<file path="src/pkg/ssp_pkg.sv">
package ssp_pkg;
	// ****************
	// register map
	// ****************
	localparam logic [2:0] A_CTRL = 3'h0;
	localparam logic [2:0] A_FMT  = 3'h1;
	localparam logic [2:0] A_PIN  = 3'h2;
	localparam logic [2:0] A_EN   = 3'h3;
	localparam logic [2:0] A_STAT = 3'h4;
	localparam logic [2:0] A_TXD  = 3'h5;
	localparam logic [2:0] A_RXD  = 3'h6;

	// ****************
	// reset values and counts
	// ****************
	localparam logic [4:0] RST_CTRL    = 5'h00;
	localparam logic [2:0] RST_FMT     = 3'h0;
	localparam logic [3:0] RST_PIN     = 4'h0;
	localparam logic [4:0] RST_EN      = 5'h00;
	localparam logic [3:0] RST_STAT    = 4'h1;
	localparam logic [4:0] FRAME_EDGES = 5'h10;
	localparam logic [7:0] HALF_BASE   = 8'h02;
	localparam logic [2:0] DIV_MAX_SEL = 3'h6;
	localparam logic [1:0] CS_MST_OUT  = 2'h2;
	localparam logic [1:0] CS_SLV_IN   = 2'h1;

	// ****************
	// synchroniser slots
	// ****************
	localparam int SYNC_N = 4;
	localparam int SY_IN  = 0;
	localparam int SY_OUT = 1;
	localparam int SY_SCK = 2;
	localparam int SY_CS  = 3;

	// ****************
	// register layouts
	// ****************
	typedef struct packed {
		logic [2:0] div_sel;
		logic       rx_stop_after_frame;
		logic       clock_role_sel;
	} ssp_ctrl_s;

	typedef struct packed {
		logic lsb_first_sel;
		logic clk_idle_level;
		logic clk_phase_sel;
	} ssp_fmt_s;

	typedef struct packed {
		logic cs_func_hi;
		logic cs_func_lo;
		logic half_duplex_sel;
		logic four_wire_sel;
	} ssp_pin_s;

	typedef struct packed {
		logic rx_irq_en;
		logic tx_done_irq_en;
		logic tx_empty_irq_en;
		logic rx_enable;
		logic tx_enable;
	} ssp_en_s;

	typedef struct packed {
		logic overrun_flag;
		logic rx_buf_full;
		logic tx_done;
		logic tx_buf_empty;
	} ssp_stat_s;

	typedef struct packed {
		logic o;
		logic oe_n;
	} ssp_pad_s;
endpackage : ssp_pkg

</file>
<file path="src/design/ssp_core.sv">
// Behaviour
// txd write clears empty, loads shifter, sets empty again, starts shifting
// empty flag with its enable raises the transmit-empty request
// pending tx word at frame end is loaded and sent at once
// frame ends with tx buffer empty: set transmit-done
// transmit-done with its enable raises the transmit-done request
// after transmission the clock pin rests at the idle level
// no transmit while overrun set; software clears it first
// master drives own clock on pin; slave shifts on pin clock
// master: dummy rxd read starts the receive clock
// eighth bit in: store word, set full, raise request if enabled
// reading rxd clears the receive-full flag
// stop bit ends master reception after the current frame
// master rxd read with receive enabled restarts the clock
// frame completes while full: set overrun and halt
// no receive while overrun set; software clears it first
// clearing receive enable keeps full, overrun and rxd
// software clears both enables before changing mode or format
// combined mode starts on txd write, ends empty, stops on overrun
// software enters combined mode with flags clear, both enables at once
// half-duplex: software never enables transmit and receive together
// half-duplex uses out pin both ways; in pin left alone
// four-wire select pin: 10b master output, 01b slave input
// four-wire mode is normally used msb first
// all enabled sources merge into one request
// master clock is bus clock divided by four up to 256
// eight-bit frames, edges chosen by phase and idle level
//
// Implementation choices: the register offsets and the plain strobed port.
`timescale 1ns/10ps
`default_nettype none

module ssp_core (
	input  wire logic        clk,
	input  wire logic        rst,
	input  wire logic [2:0]  addr,
	input  wire logic [7:0]  wdata,
	input  wire logic        wr,
	input  wire logic        rd,
	output logic [7:0]       rdata,
	input  wire logic        serial_clk_pin_i,
	output ssp_pkg::ssp_pad_s serial_clk_pin_o,
	input  wire logic        serial_in_pin_i,
	output ssp_pkg::ssp_pad_s serial_in_pin_o,
	input  wire logic        serial_out_pin_i,
	output ssp_pkg::ssp_pad_s serial_out_pin_o,
	input  wire logic        chip_sel_pin_i,
	output ssp_pkg::ssp_pad_s chip_sel_pin_o,
	output logic             irq,
	output logic             tx_empty_irq,
	output logic             tx_done_irq,
	output logic             rx_full_irq
);
	// ****************
	// helpers
	// ****************
	function automatic logic ssp_sel(input logic [2:0] a,
		input logic [2:0] k, input logic s);
		return s && (a == k);
	endfunction : ssp_sel

	function automatic logic ssp_head(input logic [7:0] v, input logic l);
		return l ? v[0] : v[7];
	endfunction : ssp_head

	function automatic logic [7:0] ssp_shout(input logic [7:0] v,
		input logic l);
		return l ? {1'b0, v[7:1]} : {v[6:0], 1'b0};
	endfunction : ssp_shout

	function automatic logic [7:0] ssp_shin(input logic [7:0] v,
		input logic b, input logic l);
		return l ? {b, v[7:1]} : {v[6:0], b};
	endfunction : ssp_shin

	// ****************
	// state
	// ****************
	ssp_pkg::ssp_ctrl_s ctrl_r;
	ssp_pkg::ssp_fmt_s  fmt_r;
	ssp_pkg::ssp_pin_s  pin_r;
	ssp_pkg::ssp_en_s   en_r;
	ssp_pkg::ssp_stat_s stat_r;
	ssp_pkg::ssp_en_s   wen;
	ssp_pkg::ssp_stat_s wst;
	logic [7:0] tdr_r, rdr_r, tsr_r, rsr_r, div_cnt_r, half;
	logic [4:0] edge_cnt_r;
	logic [ssp_pkg::SYNC_N-1:0] sy1_r, sy2_r;
	logic       tsr_full_r, busy_r, sck_r, dout_r, sck_d_r;
	logic       master, hdx, swap, ovr, cs_s, cs_ok, s_arm, run;
	logic       wr_txd, rd_rxd, wr_stat, wr_en, tx_en_rise;
	logic       m_tick, s_lead, edge_ev, lead, samp, launch, last, din;
	logic       ovr_set, store, chain_ld, idle_ld, ld, rx_start, rx_cont;
	logic       done_set, drv_ok, cs_drv;
	logic [7:0] rx_word;

	// ****************
	// decode
	// ****************
	assign master  = ctrl_r.clock_role_sel;
	assign hdx     = pin_r.four_wire_sel & pin_r.half_duplex_sel;
	assign swap    = pin_r.four_wire_sel & ~pin_r.half_duplex_sel & ~master;
	assign ovr     = stat_r.overrun_flag;
	assign wr_txd  = ssp_sel(addr, ssp_pkg::A_TXD, wr);
	assign rd_rxd  = ssp_sel(addr, ssp_pkg::A_RXD, rd);
	assign wr_stat = ssp_sel(addr, ssp_pkg::A_STAT, wr);
	assign wr_en   = ssp_sel(addr, ssp_pkg::A_EN, wr);
	assign wen     = wdata[4:0];
	assign wst     = wdata[3:0];
	assign tx_en_rise = wr_en & wen.tx_enable & ~en_r.tx_enable;

	// ****************
	// pin synchronisers
	// ****************
	genvar gi;
	for (gi = 0; gi < ssp_pkg::SYNC_N; gi++) begin : g_sync
		logic pin;
		if (gi == ssp_pkg::SY_IN) begin : g_in
			assign pin = serial_in_pin_i;
		end else if (gi == ssp_pkg::SY_OUT) begin : g_out
			assign pin = serial_out_pin_i;
		end else if (gi == ssp_pkg::SY_SCK) begin : g_sck
			assign pin = serial_clk_pin_i;
		end else begin : g_cs
			assign pin = chip_sel_pin_i;
		end
		always_ff @(posedge clk or posedge rst) begin
			if (rst) begin
				sy1_r[gi] <= 1'b0;
				sy2_r[gi] <= 1'b0;
			end else begin
				sy1_r[gi] <= pin;
				sy2_r[gi] <= sy1_r[gi];
			end
		end
	end

	always_ff @(posedge clk or posedge rst) begin
		if (rst)
			sck_d_r <= 1'b0;
		else
			sck_d_r <= sy2_r[ssp_pkg::SY_SCK];
	end

	// ****************
	// transfer clock and edges
	// ****************
	assign half = ssp_pkg::HALF_BASE << ((ctrl_r.div_sel > ssp_pkg::DIV_MAX_SEL)
		? ssp_pkg::DIV_MAX_SEL : ctrl_r.div_sel);
	assign m_tick = busy_r & master & (div_cnt_r == half - 8'h01);
	assign cs_s  = sy2_r[ssp_pkg::SY_CS];
	assign cs_ok = ~(pin_r.four_wire_sel & ~master & ({pin_r.cs_func_hi,
		pin_r.cs_func_lo} == ssp_pkg::CS_SLV_IN)) | ~cs_s;
	assign s_arm = ~ovr & (tsr_full_r | en_r.rx_enable) & cs_ok;
	assign run   = master ? busy_r : s_arm;
	assign s_lead = sy2_r[ssp_pkg::SY_SCK] != fmt_r.clk_idle_level;
	assign edge_ev = master ? m_tick
		: ((sy2_r[ssp_pkg::SY_SCK] ^ sck_d_r) & s_arm);
	assign lead   = master ? (sck_r == fmt_r.clk_idle_level) : s_lead;
	assign samp   = edge_ev & (lead ^ fmt_r.clk_phase_sel);
	assign launch = edge_ev & ~(lead ^ fmt_r.clk_phase_sel);
	assign last   = edge_ev & (edge_cnt_r == ssp_pkg::FRAME_EDGES - 5'h01);
	assign din    = (hdx | swap) ? sy2_r[ssp_pkg::SY_OUT]
		: sy2_r[ssp_pkg::SY_IN];

	always_ff @(posedge clk or posedge rst) begin
		if (rst)
			div_cnt_r <= 8'h00;
		else if (!busy_r || m_tick)
			div_cnt_r <= 8'h00;
		else
			div_cnt_r <= div_cnt_r + 8'h01;
	end

	always_ff @(posedge clk or posedge rst) begin
		if (rst)
			sck_r <= 1'b0;
		else if (!busy_r)
			sck_r <= fmt_r.clk_idle_level;
		else if (m_tick)
			sck_r <= ~sck_r;
	end

	always_ff @(posedge clk or posedge rst) begin
		if (rst)
			edge_cnt_r <= 5'h00;
		else if (!run || last)
			edge_cnt_r <= 5'h00;
		else if (edge_ev)
			edge_cnt_r <= edge_cnt_r + 5'h01;
	end

	// ****************
	// frame sequencing
	// ****************
	assign ovr_set  = last & en_r.rx_enable & stat_r.rx_buf_full & ~rd_rxd;
	assign store    = last & en_r.rx_enable & ~ovr_set;
	assign chain_ld = last & en_r.tx_enable & ~stat_r.tx_buf_empty & ~ovr_set
		& ~wr_txd;
	assign idle_ld  = ~tsr_full_r & (master ? ~busy_r : edge_cnt_r == 5'h00)
		& en_r.tx_enable & ~stat_r.tx_buf_empty & ~ovr & ~edge_ev
		& ~wr_txd;
	assign ld       = chain_ld | idle_ld;
	assign rx_start = rd_rxd & master & en_r.rx_enable & ~en_r.tx_enable
		& ~busy_r & ~ovr;
	assign rx_cont  = en_r.rx_enable & ~en_r.tx_enable
		& ~ctrl_r.rx_stop_after_frame & ~ovr_set;
	assign done_set = last & tsr_full_r & stat_r.tx_buf_empty;
	assign rx_word  = samp ? ssp_shin(rsr_r, din, fmt_r.lsb_first_sel) : rsr_r;

	always_ff @(posedge clk or posedge rst) begin
		if (rst)
			busy_r <= 1'b0;
		else if ((idle_ld & master) | rx_start)
			busy_r <= 1'b1;
		else if (last & master)
			busy_r <= chain_ld | rx_cont;
	end

	always_ff @(posedge clk or posedge rst) begin
		if (rst)
			tsr_full_r <= 1'b0;
		else if (ld)
			tsr_full_r <= 1'b1;
		else if (last)
			tsr_full_r <= 1'b0;
	end

	always_ff @(posedge clk or posedge rst) begin
		if (rst) begin
			tsr_r  <= 8'h00;
			dout_r <= 1'b0;
		end else if (ld) begin
			tsr_r <= fmt_r.clk_phase_sel ? tdr_r
				: ssp_shout(tdr_r, fmt_r.lsb_first_sel);
			if (!fmt_r.clk_phase_sel)
				dout_r <= ssp_head(tdr_r, fmt_r.lsb_first_sel);
		end else if (launch && !last) begin
			dout_r <= ssp_head(tsr_r, fmt_r.lsb_first_sel);
			tsr_r  <= ssp_shout(tsr_r, fmt_r.lsb_first_sel);
		end
	end

	always_ff @(posedge clk or posedge rst) begin
		if (rst)
			rsr_r <= 8'h00;
		else if (samp)
			rsr_r <= rx_word;
	end

	always_ff @(posedge clk or posedge rst) begin
		if (rst)
			rdr_r <= 8'h00;
		else if (store)
			rdr_r <= rx_word;
	end

	// ****************
	// software registers
	// ****************
	always_ff @(posedge clk or posedge rst) begin
		if (rst) begin
			ctrl_r <= ssp_pkg::RST_CTRL;
			fmt_r  <= ssp_pkg::RST_FMT;
			pin_r  <= ssp_pkg::RST_PIN;
			en_r   <= ssp_pkg::RST_EN;
			tdr_r  <= 8'h00;
		end else if (wr) begin
			unique case (addr)
				ssp_pkg::A_CTRL: ctrl_r <= wdata[4:0];
				ssp_pkg::A_FMT:  fmt_r  <= wdata[2:0];
				ssp_pkg::A_PIN:  pin_r  <= wdata[3:0];
				ssp_pkg::A_EN:   en_r   <= wen;
				ssp_pkg::A_TXD:  tdr_r  <= wdata;
				default: ;
			endcase
		end
	end

	always_ff @(posedge clk or posedge rst) begin
		if (rst) begin
			stat_r <= ssp_pkg::RST_STAT;
		end else begin
			if (ld | tx_en_rise)
				stat_r.tx_buf_empty <= 1'b1;
			else if (wr_txd)
				stat_r.tx_buf_empty <= 1'b0;
			if (done_set)
				stat_r.tx_done <= 1'b1;
			else if (wr_txd | (wr_stat & ~wst.tx_done))
				stat_r.tx_done <= 1'b0;
			if (store)
				stat_r.rx_buf_full <= 1'b1;
			else if (rd_rxd | (wr_stat & ~wst.rx_buf_full))
				stat_r.rx_buf_full <= 1'b0;
			if (ovr_set)
				stat_r.overrun_flag <= 1'b1;
			else if (wr_stat & ~wst.overrun_flag)
				stat_r.overrun_flag <= 1'b0;
		end
	end

	always_ff @(posedge clk or posedge rst) begin
		if (rst)
			rdata <= 8'h00;
		else if (rd) begin
			unique case (addr)
				ssp_pkg::A_CTRL: rdata <= {3'h0, ctrl_r};
				ssp_pkg::A_FMT:  rdata <= {5'h00, fmt_r};
				ssp_pkg::A_PIN:  rdata <= {4'h0, pin_r};
				ssp_pkg::A_EN:   rdata <= {3'h0, en_r};
				ssp_pkg::A_STAT: rdata <= {4'h0, stat_r};
				ssp_pkg::A_TXD:  rdata <= tdr_r;
				ssp_pkg::A_RXD:  rdata <= rdr_r;
				default:         rdata <= 8'h00;
			endcase
		end else
			rdata <= 8'h00;
	end

	// ****************
	// requests and pads
	// ****************
	always_ff @(posedge clk or posedge rst) begin
		if (rst) begin
			tx_empty_irq <= 1'b0;
			tx_done_irq  <= 1'b0;
			rx_full_irq  <= 1'b0;
			irq          <= 1'b0;
		end else begin
			tx_empty_irq <= en_r.tx_empty_irq_en & stat_r.tx_buf_empty;
			tx_done_irq  <= en_r.tx_done_irq_en & stat_r.tx_done;
			rx_full_irq  <= en_r.rx_irq_en & stat_r.rx_buf_full;
			irq <= (en_r.tx_empty_irq_en & stat_r.tx_buf_empty)
				| (en_r.tx_done_irq_en & stat_r.tx_done)
				| (en_r.rx_irq_en & (stat_r.rx_buf_full | ovr));
		end
	end

	assign drv_ok = ~pin_r.four_wire_sel | (master ? busy_r : cs_ok);
	assign cs_drv = pin_r.four_wire_sel & master & ({pin_r.cs_func_hi,
		pin_r.cs_func_lo} == ssp_pkg::CS_MST_OUT);

	always_ff @(posedge clk or posedge rst) begin
		if (rst) begin
			serial_clk_pin_o <= 2'h1;
			serial_out_pin_o <= 2'h1;
			serial_in_pin_o  <= 2'h1;
			chip_sel_pin_o   <= 2'h3;
		end else begin
			serial_clk_pin_o <= '{o: sck_r, oe_n: ~master};
			serial_out_pin_o <= '{o: dout_r,
				oe_n: ~(en_r.tx_enable & ~swap & drv_ok)};
			serial_in_pin_o  <= '{o: dout_r,
				oe_n: ~(en_r.tx_enable & swap & drv_ok)};
			chip_sel_pin_o   <= '{o: ~busy_r, oe_n: ~cs_drv};
		end
	end
endmodule : ssp_core

`default_nettype wire

</file>
<file path="config.mk">
export PLATFORM = sky130hd
export DESIGN_NAME = ssp_core
export DESIGN_NICKNAME = d
export VERILOG_FILES = /design/src/pkg/ssp_pkg.sv /design/src/design/ssp_core.sv
export SDC_FILE = /design/constraint.sdc
export NUM_CORES = 1
export LEC_CHECK = 0
export ABC_CLOCK_PERIOD_IN_PS = 3400
export BUFFER_PORTS_ARGS = -buffer_cell sky130_fd_sc_hd__buf_2
export CORE_MARGIN = 10
export CORE_UTILIZATION = 48
export DETAILED_ROUTE_END_ITERATION = 6
export GPL_TIMING_DRIVEN = 0
export HOLD_SLACK_MARGIN = 0.1
export PLACE_DENSITY = 0.66
export SYNTH_ARGS = -nofsm -noshare
export SYNTH_HDL_FRONTEND = slang
export SYNTH_SLANG_ARGS = --single-unit
export TNS_END_PERCENT = 10
</file>
<file path="constraint.sdc">
create_clock -name clk -period 3.4 [get_ports clk]
set_clock_uncertainty 0.05 [all_clocks]
set_input_delay 0.34 -clock clk [delete_from_list [all_inputs] [get_ports clk]]
set_output_delay 0.34 -clock clk [all_outputs]
set_load 0.02 [all_outputs]
</file>
Yosys cells after proc, flatten, opt, wreduce, memory -nomap -nowiden

Cells that the tools add are included.

Flip-flop bits (word level): 98
Input port bits: 19

Add/subtract/negate cells: 3
Magnitude comparators: 1
Equality and inequality tests: 14
Shift-type cells: 1
Mux-type cells: 38
Bitwise gates (word level): 93
Reduce and logical (&&, ||, !) cells: 26

Operators by type and width:

| operator              | count |
|---|---|
| $mux W8               | 9 |
| $pmux W8 S7           | 1 |
| $and A1 B1 Y1         | 54 |
| $mux W1               | 25 |
| $not A1 Y1            | 24 |
| $reduce_bool A2 Y1    | 8 |
| $or A1 B1 Y1          | 13 |
| $reduce_and A2 Y1     | 6 |
| $mux W5               | 2 |
| $eq A3 B3 Y1 const B  | 3 |
| $add A8 B1 Y8 const B | 1 |
| $eq A8 B8 Y1          | 1 |
| $shl A2 B3 Y8 const A | 1 |
| $sub A8 B1 Y8 const B | 1 |
| $eq A3 B2 Y1 const B  | 2 |
| $add A5 B1 Y5 const B | 1 |
| $eq A5 B4 Y1 const B  | 1 |
| $logic_and A1 B1 Y1   | 5 |
| $logic_not A5 Y1      | 1 |
| $eq A3 B1 Y1 const B  | 1 |
| $gt A3 B3 Y1 const B  | 1 |
| $logic_not A1 Y1      | 3 |
| $logic_not A3 Y1      | 1 |
| $mux W3               | 1 |
| 8 further kinds       | 10 |

Logic depth before layout (Yosys ltp)

Gate-level depths: netlist of run 1.

Word-level depth: 18
Gate-level depth with buffers: 9

Worst setup path before layout of run 1

No wires, ideal clock.

Path type: flip-flop to flip-flop
From: register ctrl_r[4] (netlist bit)
To: register rdr_r[0]
Data arrival time: 2.347 ns
Setup slack: 0.876 ns
Cell stages (with the launch flop): 8
Clock period less this slack: 2.524 ns
Cells stage by stage: dfrtp_1 -> buf_2 -> nor3_2 -> o211ai_1 -> a2111o_1 -> a21oi_4 -> mux2_4 -> mux2_1

Word-level cells in the longest chain between the ends: 13

Ends and longest elaborated chain:

| element                     | line                             | source |
|---|---|---|
| from (decl)                 | ssp_core.sv:79                   | `ssp_pkg::ssp_ctrl_s ctrl_r;` |
| from (signal assigned)      | ssp_core.sv:263                  | `ctrl_r <= ssp_pkg::RST_CTRL;` |
| from (signal assigned)      | ssp_core.sv:270                  | `ssp_pkg::A_CTRL: ctrl_r <= wdata[4:0];` |
| $gt A3 B3 Y1                | ssp_core.sv:148                  | `assign half = ssp_pkg::HALF_BASE << ((ctrl_r.div_sel > ssp_pkg::DIV_MAX_SEL)` |
| $mux W3 (*)                 | ssp_core.sv:149                  | `? ssp_pkg::DIV_MAX_SEL : ctrl_r.div_sel);` |
| $shl A2 B3 Y8 (*)           | ssp_core.sv:148                  |  |
| $sub A8 B1 Y8 (*)           | ssp_core.sv:150                  | `assign m_tick = busy_r & master & (div_cnt_r == half - 8'h01);` |
| $eq A8 B8 Y1 (*)            | ssp_core.sv:150                  |  |
| $and A1 B1 Y1 (*)           | ssp_core.sv:150                  |  |
| $mux W1 (*)                 | ssp_core.sv:157                  | `assign edge_ev = master ? m_tick` |
| $and A1 B1 Y1               | ssp_core.sv:162                  | `assign last = edge_ev & (edge_cnt_r == ssp_pkg::FRAME_EDGES - 5'h01);` |
| $and A1 B1 Y1               | ssp_core.sv:196, ssp_core.sv:197 |  |
| $and A1 B1 Y1 (2 in series) | ssp_core.sv:196                  | `assign ovr_set = last & en_r.rx_enable & stat_r.rx_buf_full & ~rd_rxd;` |
| $not A1 Y1                  | ssp_core.sv:197                  | `assign store = last & en_r.rx_enable & ~ovr_set;` |
| $and A1 B1 Y1               | ssp_core.sv:197                  |  |
| to (signal assigned)        | ssp_core.sv:255                  | `rdr_r <= rx_word;` |
| to (decl)                   | ssp_core.sv:86                   | `logic [7:0] tdr_r, rdr_r, tsr_r, rsr_r, div_cnt_r, half;` |

Every way passes the cells marked *; elsewhere a longest branch is shown, timed or not.
A chain may end at the register's enable or synchronous reset.

Final worst setup path of run 1

From: register pin_r[2] (netlist bit)
To: register rdr_r[6]

Word-level cells in the longest chain between the ends: 13

Ends and longest elaborated chain:

| element                     | line                             | source |
|---|---|---|
| from (decl)                 | ssp_core.sv:81                   | `ssp_pkg::ssp_pin_s pin_r;` |
| from (signal assigned)      | ssp_core.sv:265                  | `pin_r <= ssp_pkg::RST_PIN;` |
| from (signal assigned)      | ssp_core.sv:272                  | `ssp_pkg::A_PIN: pin_r <= wdata[3:0];` |
| $eq A2 B1 Y1 (*)            | ssp_core.sv:153                  | `pin_r.cs_func_lo} == ssp_pkg::CS_SLV_IN)) \| ~cs_s;` |
| $and A1 B1 Y1 (*)           | ssp_core.sv:152                  | `assign cs_ok = ~(pin_r.four_wire_sel & ~master & ({pin_r.cs_func_hi,` |
| $not A1 Y1 (*)              | ssp_core.sv:152                  |  |
| $or A1 B1 Y1 (*)            | ssp_core.sv:153                  |  |
| $and A1 B1 Y1 (*)           | ssp_core.sv:154                  | `assign s_arm = ~ovr & (tsr_full_r \| en_r.rx_enable) & cs_ok;` |
| $and A1 B1 Y1 (*)           | ssp_core.sv:158                  | `: ((sy2_r[ssp_pkg::SY_SCK] ^ sck_d_r) & s_arm);` |
| $mux W1 (*)                 | ssp_core.sv:157                  |  |
| $and A1 B1 Y1               | ssp_core.sv:162                  |  |
| $and A1 B1 Y1               | ssp_core.sv:196, ssp_core.sv:197 |  |
| $and A1 B1 Y1 (2 in series) | ssp_core.sv:196                  |  |
| $not A1 Y1                  | ssp_core.sv:197                  |  |
| $and A1 B1 Y1               | ssp_core.sv:197                  |  |

Marks and branches as above.

==> metrics.txt, run 1 <==
vias per inst 5.54; fin nets 499; GR Overflow Total 0; area grow syn2layout 12.3%; fmax 0.343 GHz; pin count of the biggest net entering global routing 58; EDFF count, synth 0; Crit path required time 3590 ps; diode count 0; vias in the first global route 3,434; setup TNS 0 ps; Hold Crit Class input port to register; sequential fraction of the synthesis area 50.5%; post-route antenna net violation count 0; CTS Sinks 98; RSZ-0062 raised after global routing no; RR Startpoint pin_r[2]; Hold Violations, Final 0; status completed; core area 0.00982 mm^2; Tcrit/Tclk final 85.9%; clk root buf clkbuf_8; cells taking the most area after synthesis dfrtp_1, mux2_2, mux2i_1; # resized after CTS 0; maxcap violations 0; initial core utilization 49.6%; Worst-Margin Slew 926 ps; Register Area 0.00246 mm^2; Net Count, Synth 446; worst setup path end rdr_r[6]; Critical Path Fanout Max 8; fillers 889; reg-to-reg endpoint rdr_r[6]; Syn Area/Cell 11.5 um^2; Worst VDD drop 0.422 mV; Netlist cell types 61; # H-tree levels 3; GPL Wtd Cong 0.848; Leakage 0.00243 uW; CTS tree yes; pwr dens 647 mW/mm^2; TritonCTS Buffers 9; worst hold slack 162 ps; Crit. End Element register; first-pass GRT wire length 17.6 mm; Mapped Area 0.00487 mm^2; clk buf depth 2; Port Buffers 36; layout cell share with drive strength beyond 1 26.2%; top-area cell type share of the netlist area 47.2%; drt wl/cell 17.4 um; kind of critical path register to register; GR Util All Layers 15.0%; drt initial violations 275; setup slack, reg-to-reg 480 ps; Top FF cell, synth dfrtp_1; crit path DAT 3110 ps; Worst R2R Path Depth 6; area taken by multi-input logic gates 0.00227 mm^2; clock-pin slew on the worst setup and hold paths 90 ps; Async SR Flop Fraction 100%; Die ar. 0.0146 mm^2; Syn. warnings 0; Critical Path Source pin_r[2]; worst skew pair latency 370 ps; hold path start wdata[7]; worst rel slew slack 37.8%; vias 3,403; # IOs 39; Final Critical Period 2920 ps; commonest non-fill, non-tap cells in the layout dfrtp_1, buf_2, nor2_1; number of synthesized register bits 98; initial antenna violation count 0; final setup fails 0; WL final 10.7 mm; Die Y 121 um; DRC 0; Die W 121 um; area leader, netlist dfrtp_1; leading cell type in the layout, fill and taps excluded dfrtp_1; Startpoint Class register; HPWL Detailed 7.89 mm; Slew Limit Fails 0; Synth Instances 423; Std-Cell Rows 36; DRT Pass-1 Iters 4
where the power goes:
group	total (uW)	leakage [uW]	switching (uW)	internal, uW
Clock	673	0.0000851	390	283
Sequential	1670	0.00122	236	1430
Combinational	1200	0.00113	622	578
layout make-up:
cell class,count,share of cell area [%]
sequential,98,45.0
multi-input combinational,292,41.5
timing repair buffer,42,4.71
tap,133,3.04
clock buffer,11,2.58
buffer,22,1.85
inverter,11,0.800
clock inverter,5,0.549
synth_stat cells (all sizes together) (2+ instances only):
| cell | n |
|---|---|
| nand2 | 22 |
| o211ai | 3 |
| and4 | 2 |
| a221oi | 3 |
| and3b | 2 |
| inv | 9 |
| nor4 | 2 |
| o31ai | 3 |
| o21ai | 14 |
| dfrtp | 92 |
| nor3b | 5 |
| o22ai | 2 |
| a211oi | 6 |
| nand4b | 4 |
| nand3 | 13 |
| a22oi | 7 |
| clkbuf | 10 |
| xor2 | 6 |
| nor2 | 38 |
| nand2b | 3 |
| nand3b | 4 |
| a2111oi | 3 |
| xnor2 | 6 |
| a21oi | 22 |
| and2 | 5 |
| mux4 | 3 |
| a31oi | 3 |
| mux2 | 51 |
| nor3 | 6 |
| mux2i | 27 |
| buf | 12 |
| ha | 4 |
| and3 | 3 |
| clkinv | 2 |
| dfstp | 6 |
| nor2b | 7 |
cell families (layout without fill, tap and decap cells):
logic type / after synthesis / after routing / synth area share [%]
AND/OR/NAND/NOR: 121 / 121 / 13.5
flip-flops: 98 / 98 / 50.5
multiplexers: 81 / 81 / 19.3
AO/OA/AOI/OAI: 74 / 74 / 10.6
buffers and inverters: 33 / 91 / 2.93
XOR/XNOR: 12 / 12 / 2.16
adder cells (fa/ha/maj): 4 / 4 / 1.03
worst min path at each step:
stage / cells past startpoint / slack [ps] / to
global placement: 0 / 280 / sy2_r[0]
finish: 2 / 160 / tdr_r[7]
floorplan: 0 / 280 / cs_s
CTS: 2 / 140 / tdr_r[7]
detailed placement: 0 / 290 / sy2_r[0]
global route: 2 / 140 / tdr_r[7]
routing by layer:
metal	wire length, um	GRT usage [%]
met5	0	0
met4	121	5.35
met3	411	3.16
met2	5260	24.0
met1	4870	19.6
flip-flops by register name (all words and copies together) (netlist names), 2 cells and up:
signal and count:
sy2_r 3, edge_cnt_r 5, rsr_r 8, serial_clk_pin_o 2, sy1_r 4, div_cnt_r 8
rdr_r 8, serial_out_pin_o 2, en_r 5, tsr_r 8, fmt_r 3, stat_r 3
rdata 8, pin_r 4, tdr_r 8, ctrl_r 4, chip_sel_pin_o 2
critical path, cell delays in order (launching register included):
cell       delay, ps
dfrtp_1          430
and3b_1          210
a2111oi_1        680
or2b_1           370
a21oi_4          410
mux2_4           350
mux2_1           290
metrics by stage:
stage	total power, uW	util, %	area [um^2]	instances	setup slack (ps)
6_report	3540	55.7	5470	614	481
5_1_grt	3780	55.7	5470	614	370
3_3_place_gp	2840	53.2	5220	592	-675
4_1_cts	3570	55.7	5470	614	502
2_1_floorplan	2580	-	4870	423	458
3_5_place_dp	2880	53.5	5250	593	520
what timing repair did:
| action | in CTS | in global routing |
|---|---|---|
| hold endpoints to repair | 40 | 0 |
| endpoints found under the setup margin | 0 | 0 |
| hold buffers | 5 | 0 |
| buffers inserted | 0 | 0 |
(Power assumes the default switching activity.)
==> run 2: changes to the inputs <==
Settings changed: CTS_BUF_LIST set to sky130_fd_sc_hd__clkbuf_8, CTS_CLUSTER_SIZE set to 12.
==> run 2 against run 1 <==
  * First-iteration DRC count grew 1.8%
  * Final cell count is the same
  * Via count shrank 0.21%
  * Die area did not move
  * Design area stayed put
  * Maximum frequency down 0.15%
  * Sequential share of layout area unchanged
  * Count of clock-buffer cells in the layout is 1 lower
  * Clock power about the same
  * Critical path depth stayed put
  * Critical path type unchanged
==> metrics.txt, run 2 (synthesized netlist as in run 1, its figures left out) <==
Slew Limit Fails 0; internal power 2290 uW; Startpoint Class register; fin nets 499; initial core utilization 49.6%; drt initial violations 280; vias in the first global route 3,434; crit path DAT 3110 ps; Max stage delay on crit path 680 ps; placed insts 593; Die ar. 0.0146 mm^2; Psw 1250 uW; Worst VDD drop 0.422 mV; # IOs 39; Setup WS post-layout 477 ps; layout cell share with drive strength beyond 1 26.2%; Comb power frac 33.9%; post-route antenna net violation count 0; Hold Violations, Final 0; RSZ-0062 raised after global routing no; final setup fails 0; HPWL Detailed 7.89 mm; vias 3,396; leading cell type in the layout, fill and taps excluded dfrtp_1; Tcrit/Tclk final 86.0%; Crit path required time 3590 ps; GR Overflow Total 0; DRC 0; status completed; Final Instance Count excl. Fillers 614; hold path depth 2; pwr dens 647 mW/mm^2; Crit. End Element register; kind of critical path register to register; clock-pin slew on the worst setup and hold paths 90 ps; area grow syn2layout 12.3%; met1 Use GR 19.6%; # H-tree levels 3; Critical Path Fanout Max 8; cell area after layout 0.00547 mm^2; initial antenna violation count 0; worst skew pair latency 360 ps; met2 usage 24.0%; first-pass GRT wire length 17.6 mm; Die Y 121 um; Layout Utilization 55.7%; drt wl/cell 17.4 um; switching share of total power 35.4%; TritonCTS Buffers 9; GR peak layer met2; Clock Power Share 19.0%; worst rel slew slack 37.8%; DRT Pass-1 Iters 4; maxcap violations 0; cell breakdown of the critical path and3b_1 > a2111oi_1 > or2b_1 > a21oi_4 > mux2_4 > mux2_1; clk root buf clkbuf_8; CTS Sinks 98; pin count of the biggest net entering global routing 58; WL final 10.7 mm; diode count 0; met3 GRT Util 3.16%; Worst-Margin Slew 926 ps; Port Buffers 36; GR Util All Layers 15.0%; Reg power frac 47.1%; Std-Cell Rows 36; CTS tree yes; worst hold slack 163 ps; commonest non-fill, non-tap cells in the layout dfrtp_1, buf_2, nor2_1; vias per inst 5.53; Die W 121 um; GPL Wtd Cong 0.848; Leakage 0.00244 uW; fillers 889; Final Critical Period 2920 ps; core area 0.00982 mm^2; setup repair bufs after CTS 0; clk buf depth 2; pre-CTS setup slack 520 ps; CP max-delay cell a2111oi_1; fmax 0.342 GHz; Area after DPL 0.00525 mm^2; Hold Crit Class input port to register; Worst R2R Path Depth 6; # resized after CTS 0
[run 2: changes by cell type in the layout (fill, tap and decap cells not counted)]
cell | before | now
clkbuf_1 | 11 | 10
inv_1 | 7 | 8
[run 2: critical path, delay by kind of cell, from the launching register on]
kind             cells  cell delay (ps)
AO/OA/AOI/OAI        2             1090
flip-flops           1              430
AND/OR/NAND/NOR      2              580
multiplexers         2              640
[run 2: cell type report]
cell class / count / area, um^2 / share of cell area [%]
Sequential cell: 98 / 2460 / 45.0
Timing Repair Buffer: 42 / 258 / 4.71
Tap cell: 133 / 166 / 3.04
Clock buffer: 10 / 138 / 2.52
Multi-Input combinational cell: 292 / 2270 / 41.5
Clock inverter: 6 / 33.8 / 0.617
Buffer: 22 / 101 / 1.85
Inverter: 11 / 43.8 / 0.800
[run 2: what timing repair did]
item / 4_1_cts / 5_1_grt
endpoints found under the setup margin: 0 / 0
hold endpoints to repair: 40 / 0
hold buffers: 5 / 0
[run 2: final timing paths]
kind,from,end,slack (ps)
min in group asynchronous,rst,serial_out_pin_o[1],530
max reg2reg,pin_r[2],rdr_r[6],480
max,pin_r[2],rdr_r[6],480
min reg2reg,sy1_r[0],sy2_r[0],300
max in group asynchronous,rst,stat_r[0],2090
min,wdata[7],tdr_r[7],160
[run 2: per-layer routing]
layer	vias up	part of all wire, %
li1	1636	-
met1	1694	46
met2	55	49
met3	11	3.4
met4	0	1.3
met5	-	0
[run 2: power by group through the flow]
stage	clock network, uW	registers (uW)	logic, uW
after floorplan	0	1660	920
after detailed placement	0	1690	1190
after CTS	698	1670	1210
after global placement	0	1680	1160
final	673	1670	1200
after global routing	743	1710	1330
[run 2: through the flow]
stage | setup TNS, ps | power (uW)
after floorplan | 0 | 2580
after global placement | -61570 | 2840
after detailed placement | 0 | 2880
after CTS | 0 | 3570
after global routing | 0 | 3780
final | 0 | 3540
==> run 3: changes to the inputs <==
==> constraint.sdc (replaced) <==
create_clock -name clk -period 3.4 [get_ports clk]
set_clock_uncertainty 0.05 [all_clocks]
set_input_delay 0.85 -clock clk [delete_from_list [all_inputs] [get_ports clk]]
set_output_delay 0.85 -clock clk [all_outputs]
set_load 0.02 [all_outputs]
==> run 3 against run 2 <==
  * Non-clock buffer count fell by 4
  * Largest power group unchanged
  * Worst setup slack improved by 11 ps
  * Die area did not move
  * Flip-flop and latch count did not move
  * Final cell count fell by 0.65%
  * Critical path type unchanged
  * Sequential share of layout area fell by 0.38 points
  * Combinational power barely moved
  * Maximum frequency rose by 0.37%
  * Sequential power barely moved
  * Critical endpoint is now rdr_r[3]
  * Global-route usage rose by 0.53 points
==> metrics.txt, run 3 (synthesized netlist as in run 1, its figures left out) <==
clk buf depth 2; fin nets 495; commonest non-fill, non-tap cells in the layout dfrtp_1, buf_2, nor2_1; pwr dens 691 mW/mm^2; Total Power 3810 uW; CTS Hold Bufs 0; Port Buffers 36; setup TNS 0 ps; Tcrit/Tclk final 85.7%; WL final 10.8 mm; leading cell type in the layout, fill and taps excluded dfrtp_1; fmax 0.343 GHz; drt wl/cell 17.7 um; CTS Sinks 98; TritonCTS Buffers 9; DRT Pass-1 Iters 4; vias in the first global route 3,526; worst rel slew slack 46.8%; kind of critical path register to register; post-route antenna net violation count 0; HPWL Detailed 8.01 mm; worst skew pair latency 380 ps; # resized after CTS 0; Final Critical Period 2910 ps; GPL Wtd Cong 0.868; Leakage 0.00246 uW; # IOs 39; Startpoint Class register; CTS tree yes; Critical Path Fanout Max 8; drt initial violations 198; DRC 0; Worst VDD drop 0.433 mV; # H-tree levels 3; Hold Crit Class register to register; Hold Violations, Final 0; GR Util All Layers 15.5%; clk root buf clkbuf_8; initial core utilization 49.6%; layout cell share with drive strength beyond 1 26.8%; initial antenna violation count 0; Die W 121 um; setup repair bufs after CTS 0; status completed; maxcap violations 0; Worst-Margin Slew 792 ps; diode count 0; Slew Limit Fails 0; clock-pin slew on the worst setup and hold paths 100 ps; Crit path required time 3620 ps; Die ar. 0.0146 mm^2; core area 0.00982 mm^2; Die Y 121 um; pin count of the biggest net entering global routing 44; vias 3,409; final setup fails 0; vias per inst 5.59; area grow syn2layout 13.2%; GR Overflow Total 0; first-pass GRT wire length 18.4 mm; crit path DAT 3130 ps; RSZ-0062 raised after global routing no; Std-Cell Rows 36; Crit. End Element register
==> run 3: cell types whose count changed in the layout (fill, tap and decap cells not counted), sizes merged <==
cell	before	now
buf	49	50
bufinv	0	3
clkinv	5	2
clkinvlp	2	1
dlygate4sd3	5	0
inv	10	11
==> run 3: worst paths after layout <==
check	from	cells after the start	slack (ps)	to
max in group asynchronous	rst	3	2250	stat_r[0]
worst min register to register	sy1_r[0]	0	310	sy2_r[0]
min in group asynchronous	rst	2	440	tsr_r[5]
worst min-delay path	sy1_r[0]	0	310	sy2_r[0]
worst max-delay path	pin_r[2]	6	490	rdr_r[3]
worst max register to register	pin_r[2]	6	490	rdr_r[3]
==> run 3: power breakdown <==
| part | total (uW) | switching, uW | internal, uW |
|---|---|---|---|
| Clock | 947 | 431 | 517 |
| Combinational | 1200 | 623 | 575 |
| Sequential | 1670 | 236 | 1430 |
| Total | 3810 | 1290 | 2520 |
==> run 3: routing by layer <==
metal,up-vias,global-route usage [%],part of all wire (%)
met5,-,0,0
met4,0,5.35,1.8
met3,23,4.61,4.4
met2,72,23.9,47
met1,1688,20.3,46
li1,1626,-,-
==> run 3: metrics by stage <==
step	hold WS [ps]	area (um^2)	instances	setup WS, ps	utilization (%)
6_report	311	5520	610	487	56.2
4_1_cts	313	5520	610	489	56.2
5_1_grt	324	5520	610	372	56.2
2_1_floorplan	281	4880	423	876	-
3_3_place_gp	282	5220	592	561	53.2
3_5_place_dp	286	5260	594	514	53.6
==> run 3: layout make-up <==
| type | count | area, um^2 |
|---|---|---|
| Timing Repair Buffer | 38 | 220 |
| Clock inverter | 6 | 116 |
| Clock buffer | 10 | 138 |
| Fill cell | 875 | 4300 |
| Buffer | 22 | 101 |
| Multi-Input combinational cell | 292 | 2270 |
| Inverter | 11 | 45.0 |
| Tap cell | 133 | 166 |
| Sequential cell | 98 | 2460 |
==> run 3: critical path, cell delays in order (launching register included) <==
cell	delay, ps
dfrtp_1	440
and3b_1	210
a2111oi_1	670
or2b_1	370
a21oi_4	420
mux2_4	350
mux2_1	290
